===== config.mk =====
export PLATFORM = sky130hd
export DESIGN_NAME = dcr_channel_regs
export DESIGN_NICKNAME = d
export VERILOG_FILES = /design/src/hdl/dcr_pkg.sv /design/src/hdl/dcr_channel_regs.sv /design/src/hdl/dcr_ramp_timer.sv
export VERILOG_INCLUDE_DIRS = /design/src /design/src/hdl
export SDC_FILE = /design/constraint.sdc
export NUM_CORES = 1
export LEC_CHECK = 0
export BUFFER_PORTS_ARGS = -buffer_cell sky130_fd_sc_hd__buf_2
export CAP_MARGIN = 0
export CORE_MARGIN = 2
export CORE_UTILIZATION = 65
export CTS_CLUSTER_DIAMETER = 60
export DETAILED_ROUTE_END_ITERATION = 12
export GPL_ROUTABILITY_DRIVEN = 0
export PLACE_DENSITY_LB_ADDON = 0.15
export SLEW_MARGIN = 20
export SYNTH_ARGS = -nofsm -noshare
export SYNTH_HDL_FRONTEND = slang
export SYNTH_SLANG_ARGS = --single-unit

===== constraint.sdc =====
create_clock -name clock -period 14 [get_ports clock]
set_input_delay 2.1 -clock clock [delete_from_list [all_inputs] [get_ports clock]]
set_output_delay 2.1 -clock clock [all_outputs]
set_load 0.005 [all_outputs]

===== src/hdl/dcr_map.svh =====
`ifndef DCR_MAP_SVH
`define DCR_MAP_SVH
// Register addresses on the host write/read port
`define DCR_ADDR_FTW 5'h04
`define DCR_ADDR_POW 5'h05
`define DCR_ADDR_AMP 5'h06
`define DCR_ADDR_SWRATE 5'h07
`define DCR_ADDR_RISE 5'h08
`define DCR_ADDR_FALL 5'h09
// Writable bits; open bits are stored and read as zero
`define DCR_MASK_FULL 32'hFFFFFFFF
`define DCR_MASK_POW 32'h00003FFF
`define DCR_MASK_AMP 32'h00FFDFFF
`define DCR_MASK_SWRATE 32'h0000FFFF
`define DCR_RESET_VAL 32'h00000000
`define DCR_READ_NONE 32'h00000000
// Amplitude control field positions
`define DCR_AMPC_RATE_HI 23
`define DCR_AMPC_RATE_LO 16
`define DCR_AMPC_STEP_HI 15
`define DCR_AMPC_STEP_LO 14
`define DCR_AMPC_OPEN 13
`define DCR_AMPC_MUL_EN 12
`define DCR_AMPC_AUTO 11
`define DCR_AMPC_RELOAD 10
`define DCR_AMPC_SCALE_HI 9
`define DCR_AMPC_SCALE_LO 0
// Sweep ramp rate field positions
`define DCR_SWR_FALL_HI 15
`define DCR_SWR_FALL_LO 8
`define DCR_SWR_RISE_HI 7
`define DCR_SWR_RISE_LO 0
// Scaling and timer constants
`define DCR_STEP_ONE 11'h001
`define DCR_AMP_ZERO 10'h000
`define DCR_SCALE_SHIFT 10
`define DCR_SYNC_ZERO 3'h0
`define DCR_TIMER_ONE 1
`endif


===== src/hdl/dcr_pkg.sv =====
package dcr_pkg;
  // One host write request from the serial port decoder
  typedef struct packed {
    logic wr;
    logic [4:0] addr;
    logic [31:0] data;
  } dcr_wr_t;

  // One channel's set of registers, each held in a full word
  typedef struct packed {
    logic [31:0] ftw;
    logic [31:0] pow;
    logic [31:0] ampCtl;
    logic [31:0] sweepRates;
    logic [31:0] riseDelta;
    logic [31:0] fallDelta;
  } dcr_bank_t;

  // Whole state of the channel bank
  typedef struct packed {
    dcr_bank_t shadow;
    dcr_bank_t active;
    logic [2:0] updSync;
    logic updLvl;
    logic [31:0] sweepAcc;
    logic [9:0] ampNow;
    logic [31:0] rdData;
    logic [9:0] sampleOut;
  } dcr_state_t;
endpackage


===== src/hdl/dcr_channel_regs.sv =====
`timescale 1ns/1ns
`include "dcr_map.svh"
module dcr_channel_regs (
  input wire logic clock, // System clock, 10 MHz
  input wire logic arst_n, // Asynchronous reset, active low
  input wire logic ce, // Clock enable, freezes all state
  input wire dcr_pkg::dcr_wr_t hostWr, // Write request from serial port
  input wire logic [4:0] rdAddr, // Read address from serial port
  input wire logic updatePin, // Update strobe pin, asynchronous
  input wire logic sweepEn, // Linear sweep enable
  input wire logic sweepReload, // Sweep timer reloads on update
  input wire logic sweepUp, // Sweep direction, high is rising
  input wire logic amplitudeRamping, // Ramp up when high, down when low
  input wire logic [9:0] coreSample, // Sample from the synthesis core
  output logic [31:0] rdData, // Read data, registered
  output logic [31:0] freqWord, // Tuning word with sweep offset
  output logic [13:0] phaseOffset, // Active phase offset word
  output logic [9:0] sampleOut, // Scaled or bypassed sample
  output logic ampClkEn, // Clock enable of scaling logic
  output logic updatePulse // One cycle per accepted update
);
  import dcr_pkg::*;

  dcr_state_t st_reg;
  dcr_state_t st_next;
  logic mulEn;
  logic autoRamp;
  logic ampTick;
  logic sweepTick;
  logic [7:0] sweepRate;
  logic [10:0] stepSize;
  logic [10:0] ampSum;
  logic [9:0] scale;
  logic [9:0] factor;
  logic [19:0] product;
  logic [31:0] wrMasked;

  ////////////////////////////////////////////////////////////////////
  // Decoded active fields
  // multiplier enable bit
  assign mulEn = st_reg.active.ampCtl[`DCR_AMPC_MUL_EN];
  assign autoRamp = mulEn && st_reg.active.ampCtl[`DCR_AMPC_AUTO];
  assign scale =
    st_reg.active.ampCtl[`DCR_AMPC_SCALE_HI:`DCR_AMPC_SCALE_LO];
  assign stepSize = `DCR_STEP_ONE <<
    st_reg.active.ampCtl[`DCR_AMPC_STEP_HI:`DCR_AMPC_STEP_LO];
  assign sweepRate = sweepUp ?
    st_reg.active.sweepRates[`DCR_SWR_RISE_HI:`DCR_SWR_RISE_LO] :
    st_reg.active.sweepRates[`DCR_SWR_FALL_HI:`DCR_SWR_FALL_LO];

  // Update counts once the second and third stages agree on high
  assign updatePulse = (st_reg.updSync[1] == st_reg.updSync[2]) &&
    st_reg.updSync[2] && !st_reg.updLvl;

  // Stopping the scaling clock saves power when unused
  assign ampClkEn = mulEn;
  assign factor = autoRamp ? st_reg.ampNow : scale;
  assign product = coreSample * factor;

  ////////////////////////////////////////////////////////////////////
  // Write data masked to the bits each register implements
  always_comb begin
    case (hostWr.addr)
      `DCR_ADDR_POW: wrMasked = hostWr.data & `DCR_MASK_POW;
      `DCR_ADDR_AMP: wrMasked = hostWr.data & `DCR_MASK_AMP;
      `DCR_ADDR_SWRATE: wrMasked = hostWr.data & `DCR_MASK_SWRATE;
      default: wrMasked = hostWr.data & `DCR_MASK_FULL;
    endcase
  end

  ////////////////////////////////////////////////////////////////////
  // Ramp timers: amplitude runs only in automatic mode
  // amplitude ramp timer
  dcr_ramp_timer #(.W(8)) ampTimer (
    .clock(clock),
    .arst_n(arst_n),
    .ce(ce),
    .run(autoRamp),
    .rate(st_reg.active.ampCtl[`DCR_AMPC_RATE_HI:`DCR_AMPC_RATE_LO]),
    .reloadOnUpd(st_reg.active.ampCtl[`DCR_AMPC_RELOAD]),
    .update(updatePulse),
    .tick(ampTick)
  );

  dcr_ramp_timer #(.W(8)) sweepTimer (
    .clock(clock),
    .arst_n(arst_n),
    .ce(ce),
    .run(sweepEn),
    .rate(sweepRate),
    .reloadOnUpd(sweepReload),
    .update(updatePulse),
    .tick(sweepTick)
  );

  ////////////////////////////////////////////////////////////////////
  // Next state of the whole bank
  always_comb begin
    st_next = st_reg;
    ampSum = '0;
    st_next.updSync = {st_reg.updSync[1:0], updatePin};
    if (st_reg.updSync[1] == st_reg.updSync[2]) begin
      st_next.updLvl = st_reg.updSync[2];
    end
    // Shadow writes; the datapath never sees half a new setting
    if (hostWr.wr) begin
      case (hostWr.addr)
        `DCR_ADDR_FTW: st_next.shadow.ftw = wrMasked;
        `DCR_ADDR_POW: st_next.shadow.pow = wrMasked;
        `DCR_ADDR_AMP: st_next.shadow.ampCtl = wrMasked;
        `DCR_ADDR_SWRATE: st_next.shadow.sweepRates = wrMasked;
        `DCR_ADDR_RISE: st_next.shadow.riseDelta = wrMasked;
        `DCR_ADDR_FALL: st_next.shadow.fallDelta = wrMasked;
        default: ;
      endcase
    end
    if (updatePulse) begin
      st_next.active = st_reg.shadow;
    end
    // Read returns the last value written; unmapped reads zero
    case (rdAddr)
      `DCR_ADDR_FTW: st_next.rdData = st_reg.shadow.ftw;
      `DCR_ADDR_POW: st_next.rdData = st_reg.shadow.pow;
      `DCR_ADDR_AMP: st_next.rdData = st_reg.shadow.ampCtl;
      `DCR_ADDR_SWRATE: st_next.rdData = st_reg.shadow.sweepRates;
      `DCR_ADDR_RISE: st_next.rdData = st_reg.shadow.riseDelta;
      `DCR_ADDR_FALL: st_next.rdData = st_reg.shadow.fallDelta;
      default: st_next.rdData = `DCR_READ_NONE;
    endcase
    if (!sweepEn) begin
      st_next.sweepAcc = '0;
    end else if (sweepTick && sweepUp) begin
      st_next.sweepAcc = st_reg.sweepAcc + st_reg.active.riseDelta;
    end else if (sweepTick) begin
      st_next.sweepAcc = st_reg.sweepAcc - st_reg.active.fallDelta;
    end
    if (!autoRamp) begin
      st_next.ampNow = `DCR_AMP_ZERO;
    end else if (ampTick && amplitudeRamping) begin
      ampSum = {1'b0, st_reg.ampNow} + stepSize;
      st_next.ampNow = (ampSum > {1'b0, scale}) ? scale : ampSum[9:0];
    end else if (ampTick) begin
      st_next.ampNow = ({1'b0, st_reg.ampNow} > stepSize) ?
        st_reg.ampNow - stepSize[9:0] : `DCR_AMP_ZERO;
    end
    if (mulEn) begin
      st_next.sampleOut = product[19:`DCR_SCALE_SHIFT];
    end else begin
      st_next.sampleOut = coreSample;
    end
  end

  // Single state register, frozen while the clock enable is low
  always_ff @(posedge clock or negedge arst_n) begin
    if (!arst_n) begin
      st_reg <= '0;
    end else if (ce) begin
      st_reg <= st_next;
    end
  end

  // Outputs taken from flops or the active bank; freqWord adds sweepAcc to the active tuning word
  assign rdData = st_reg.rdData;
  assign sampleOut = st_reg.sampleOut;
  assign phaseOffset = st_reg.active.pow[13:0];
  assign freqWord = st_reg.active.ftw + st_reg.sweepAcc;
endmodule


===== src/hdl/dcr_ramp_timer.sv =====
`timescale 1ns/1ns
`include "dcr_map.svh"
module dcr_ramp_timer #(
  parameter int W = 8
) (
  input wire logic clock, // System clock
  input wire logic arst_n, // Asynchronous reset, active low
  input wire logic ce, // Clock enable, freezes state when low
  input wire logic run, // Timer counts while high
  input wire logic [W-1:0] rate, // Reload value
  input wire logic reloadOnUpd, // Also reload on update strobe
  input wire logic update, // Update strobe pulse
  output logic tick // Timeout, one cycle per period
);
  import dcr_pkg::*;

  typedef struct packed {
    logic [W-1:0] count;
  } dcr_tmr_t;

  dcr_tmr_t st_reg;
  dcr_tmr_t st_next;
  localparam logic [W-1:0] ONE = W'(`DCR_TIMER_ONE);

  ////////////////////////////////////////////////////////////////////
  // A zero rate behaves as one so the timer never stalls
  always_comb begin
    st_next = st_reg;
    tick = run && (st_reg.count <= ONE);
    if (!run) begin
      st_next.count = rate;
    end else if (tick || (reloadOnUpd && update)) begin
      st_next.count = rate;
    end else begin
      st_next.count = st_reg.count - ONE;
    end
  end

  always_ff @(posedge clock or negedge arst_n) begin
    if (!arst_n) begin
      st_reg <= '0;
    end else if (ce) begin
      st_reg <= st_next;
    end
  end
endmodule


; After elaboration in Yosys (flattened, before gate mapping)
; Index checks and enable logic that the tools add are counted.
[word_totals]
out_inout_bits = 90
ff_bits = 446
inputBits = 61
wordCells = 87
[classes]
add_sub_neg = 7
n_eq_ne = 15
magnitude_cmp = 4
n_reduce_logical = 22
mux = 17
shift = 1
n_mul = 1
[ops]
columns = op, count
row1 = case mux 32 bit (6 select lines), 1
row2 = 2-to-1 mux 32 bit, 3
row3 = case mux 32 bit (3 select lines), 1
row4 = 2-to-1 mux 10 bit, 7
row5 = adder 32 bit, 2
row6 = "equality test 5 x 3 -> 1 bit, second input constant", 8
row7 = 2-to-1 mux 8 bit, 5
row8 = subtractor 32 bit, 1
row9 = "equality test 5 x 4 -> 1 bit, second input constant", 4
row10 = multiplier 10 x 10 -> 20 bit, 1
row11 = AND reduction 3 bit, 6
row12 = "<= comparator 8 x 1 -> 1 bit, second input constant", 2
row13 = "subtractor 8 x 1 -> 8 bit, second input constant", 2
row14 = adder 10 x 11 -> 11 bit, 1
row15 = > comparator 10 x 11 -> 1 bit, 1
row16 = > comparator 11 x 10 -> 1 bit, 1
row17 = "left shift 1 x 2 -> 11 bit, first input constant", 1
row18 = subtractor 10 bit, 1
row19 = logical AND 1 bit, 9
row20 = AND reduction 2 bit, 4
row21 = "inequality test 3 x 1 -> 1 bit, second input constant", 1
row22 = "inequality test 3 bit, second input constant", 1
row23 = logical OR 1 bit, 2
row24 = equality test 1 bit, 1
row25 = zero test 1 bit, 1

; Longest topological paths before layout
[logic_depth]
word_depth = 7
mapped_depth = 25
ltp_nobuf = 23

; Modules after synthesis
; Synthesis repeated with hierarchy kept, for this count alone.
[unflattened]
cells_unflattened = 2585
hier_area_um2 = 26538.0
[by_module_without_submodules]
columns = module, n_inst, area_each_um2, seq_area_each_um2, cells_each
row1 = dcr_channel_regs, 1, 25319.3, 10735.3, 2451
row2 = dcr_ramp_timer, 2, 609.3, 200.2, 67

; Least setup slack after synthesis
; No wires, ideal clock.
[synth_timing]
path_type = input to register
startpoint = in coreSample[0]
endpoint = reg st_reg (netlist bit sampleOut[9])
arrival_ns = 6.740
stages = 20
t_required_ns = 13.880
path_buffers = 1
setup_ns = 0.120
setup_slack_ns = 7.140
path_cell_list = clkbuf_1 nand2b_1 fa_1 fa_1 inv_1 fa_1 fa_1 inv_1 fa_1 inv_1 ha_1 a21o_1 a21oi_1 o21ai_0 nand2_1 nand3_1 o41ai_1 o21bai_1 xnor2_1 a31o_1
[synth_between]
elab_chain_len = 2
[synth_lines]
columns = element, line_no
row1 = from (decl), dcr_channel_regs.sv:14  ; input wire logic [9:0] coreSample,
row2 = multiplier 10 x 10 -> 20 bit, dcr_channel_regs.sv:58  ; assign product = coreSample * factor;
row3 = 2-to-1 mux 10 bit, dcr_channel_regs.sv:146  ; if (mulEn) begin
row4 = to (signal assigned), dcr_channel_regs.sv:158  ; st_reg <= st_next;
row5 = to (decl), dcr_channel_regs.sv:24  ; dcr_state_t st_reg;
; Every way passes these cells.
; A chain may end at the register's enable or synchronous reset.

; Final worst setup path
[layout_timing]
startpoint = reg st_reg (netlist bit ampClkEn)
endpoint = reg st_reg (netlist bit sampleOut[9])
[layout_between]
elab_chain_len = 4
[layout_lines]
columns = element, line_no
row1 = logical AND 1 bit, dcr_channel_regs.sv:42  ; assign autoRamp = mulEn && st_reg.active.ampCtl[`DCR_AMPC_AUTO];
row2 = 2-to-1 mux 10 bit, dcr_channel_regs.sv:57  ; assign factor = autoRamp ? st_reg.ampNow : scale;
row3 = multiplier 10 x 10 -> 20 bit, dcr_channel_regs.sv:58
row4 = 2-to-1 mux 10 bit (*), dcr_channel_regs.sv:146
; Every way passes the cells marked *; elsewhere a longest branch is shown, timed or not.

==> impl_metrics.json <==
{
  "drc_errors": 0,
  "die_y_um": 206,
  "fmax_mhz": 137,
  "fillers": 2862,
  "area_delta_synth_final_pct": 9.41,
  "synth-seq-area-share": 0.422,
  "fin_setup_tns_ps": 0,
  "worst_path_most_repeated_cell": "fa_1",
  "die_x_um": 206,
  "min_from": "st_reg[368]$_DFFE_PN0P_",
  "p_leak_nw": 14.5,
  "worstPathRequired_ps": 14470,
  "pin_count": 151,
  "fin_hold_ws_ps": 484,
  "setup_viol": 0,
  "slew_violations": 0,
  "avgRoutedWirePerCell_um": 21.5,
  "path_class": "reg -> reg",
  "rr_endpoint": "sampleOut[9]$_DFFE_PN0P_",
  "dp_hpwl_um": 48700,
  "crit_path_end_kind": "flip-flop",
  "min_period_ps": 7310,
  "crit_slowest_cell": "mux2i_1",
  "syn-num-nets": 2890,
  "tritoncts": "built",
  "clk_pin_slew_ps": 60,
  "synth_cells": 2625,
  "cts_setup_buffers": 0,
  "fin_skew_ps": 32.4,
  "hold_buffers": 0,
  "worst_slack_ps": 6690,
  "post-place-ws_ps": 6770,
  "fp.coreArea_um2": 39900,
  "largest_register_ffs": 360,
  "fin_nets": 2931,
  "synth_edf_count": 0,
  "drtIter0Drc": 2101,
  "ys_seq_elements": 445,
  "antenna_found_initial": 3,
  "ys_warn_count": 0,
  "ys_types": 70,
  "reg2reg_depth": 21,
  "drt-pass1-iter-count": 9,
  "cts_resized": 0,
  "relSlewSlack": 0.280,
  "finalWirelength_um": 69400,
  "dieArea_um2": 42200,
  "vias": 20400,
  "clock_path_buffers": 3,
  "syn_avg_cell_area_um2": 10.1,
  "power_mw": 6.08,
  "grt_pass1_vias": 20400,
  "ir_worst_vdd_v": 0.000139,
  "fin_cells": 3229,
  "start_util": 0.661,
  "startpoint_type": "flip-flop",
  "utilization": 0.724,
  "vias_per_cell": 6.30,
  "reg2reg_from": "ampClkEn$_DFFE_PN0P_",
  "min_to": "st_reg[368]$_DFFE_PN0P_",
  "status": "finished, final reports clean",
  "port-buffer-count": 150,
  "grt_max_degree": 193,
  "cap_violations": 0,
  "syn-cell-area_um2": 26400,
  "row_count": 73,
  "placed_cells": 3139,
  "fin_crit_sh": 0.522,
  "async_reset_ff_frac": 1.00,
  "place_area_um2": 27100,
  "arrival_ps": 7780,
  "crit_fanout": 16,
  "grt_pass1_wl_um": 110000,
  "design_area_um2": 28900,
  "clock-sinks": 445,
  "worst_slew_pin_slew_ps": 1080,
  "htree_levels": 2,
  "cts_root_buf": "clkbuf_16",
  "final_hold_viol_count": 0,
  "synth_ff_type": "dfrtp_1",
  "hold_depth": 1,
  "drive_gt1_frac": 0.194,
  "drt.antenna.violating_nets": 0,
  "path_cells": "nand2_1 > mux2i_1 > nand2b_1 > fa_1 > fa_1 > inv_1 > fa_1 > fa_1 > inv_1 > fa_1 > inv_1 > ha_1 > a21o_1 > a21oi_1 > o21ai_0 > nand2_1 > nand3_1 > o41ai_1 > o21bai_1 > xnor2_1 > a31o_1",
  "overflow": 0,
  "cp-startpoint": "ampClkEn$_DFFE_PN0P_",
  "power.density_nw_per_um2": 211,
  "reg2reg_setup_slack_ps": 6690,
  "rsz0062_at_grt": "no",
  "worstHoldPathType": "reg -> reg",
  "critPathMaxStageDelay_ps": 890,
  "cts_made_buffers": 49,
  "clk_latency_ps": 610,
  "grt_use_total": 0.334
}
[critical path, delay by kind of cell (launching register included)]
kind,cells,cell delay [ps]
xor+xnor,1,150
flops,1,830
mux,1,890
fa+ha+maj,6,2790
simple gates,4,1050
compound gates,6,1310
buf+inv,3,160
[cell type report]
class                   instances  area, µm²  share of cell area
multi-input cells            1841      13800               0.479
clock inverters                20        244             0.00845
inverters                     156        586              0.0203
repair buffers                173        972              0.0337
diodes                          3       7.51            0.000260
flip-flops and latches        445      11100               0.386
well taps                     525        657              0.0227
clock buffers                  66       1450              0.0502
[power by group]
| part | leakage, nW | switching, mW | internal (mW) |
|---|---|---|---|
| clock | 0.841 | 0.556 | 0.789 |
| sequential | 6.00 | 0.281 | 1.56 |
| combinational | 7.68 | 1.63 | 1.26 |
| total | 14.5 | 2.47 | 3.61 |
[cell usage in the layout, fill, tap and decap left out, drive strengths merged, types with 32 or more instances in the layout]
master  count
a21o       32
inv       163
xor2       37
nand3      37
o21ai     147
fa         65
dfrtp     445
nand2     369
a21oi     110
xnor2      61
nor2      111
buf       173
clkbuf     66
ha        139
nor2b      94
o22ai      37
mux2      239
a222oi     60
[worst max path at each step]
stage                               endpoint  slack (ps)
finish              sampleOut[9]$_DFFE_PN0P_        6690
global route        sampleOut[9]$_DFFE_PN0P_        6160
CTS                 sampleOut[9]$_DFFE_PN0P_        6790
detailed placement  sampleOut[9]$_DFFE_PN0P_        6770
global placement    sampleOut[9]$_DFFE_PN0P_        6890
floorplan           sampleOut[9]$_DFFE_PN0P_        7140
[kinds of logic (layout without fill, tap and decap cells)]
group	count (synthesis)	after routing	share of synthesized area
AND/OR/NAND/NOR	760	760	0.134
AO/OA/AOI/OAI	511	511	0.127
flip-flops	445	445	0.422
buffers and inverters	339	415	0.0562
multiplexers	268	268	0.113
adder cells (fa/ha/maj)	204	204	0.115
XOR/XNOR	98	98	0.0325
other	0	3	0
[metal layers]
| metal | global-route usage | up-vias | share of wire |
|---|---|---|---|
| li1 | - | 9192 | - |
| met1 | 0.438 | 10100 | 0.40 |
| met2 | 0.539 | 924 | 0.47 |
| met3 | 0.0559 | 183 | 0.076 |
| met4 | 0.164 | 0 | 0.050 |
| met5 | 0 | - | 0 |
[synthesized netlist by cell type (56+ instances only)]
master | count | area [µm²]
clkbuf_1 | 120 | 450
buf_4 | 56 | 420
a222oi_1 | 60 | 601
inv_1 | 155 | 582
xnor2_1 | 61 | 534
nor2b_1 | 94 | 588
ha_1 | 139 | 1740
fa_1 | 65 | 1300
dfrtp_1 | 445 | 11100
nand2_1 | 368 | 1380
nor2_1 | 111 | 417
o21ai_0 | 124 | 621
a21oi_1 | 110 | 551
mux2_2 | 239 | 2690
Note: power is estimated with default switching activity, not from simulation.
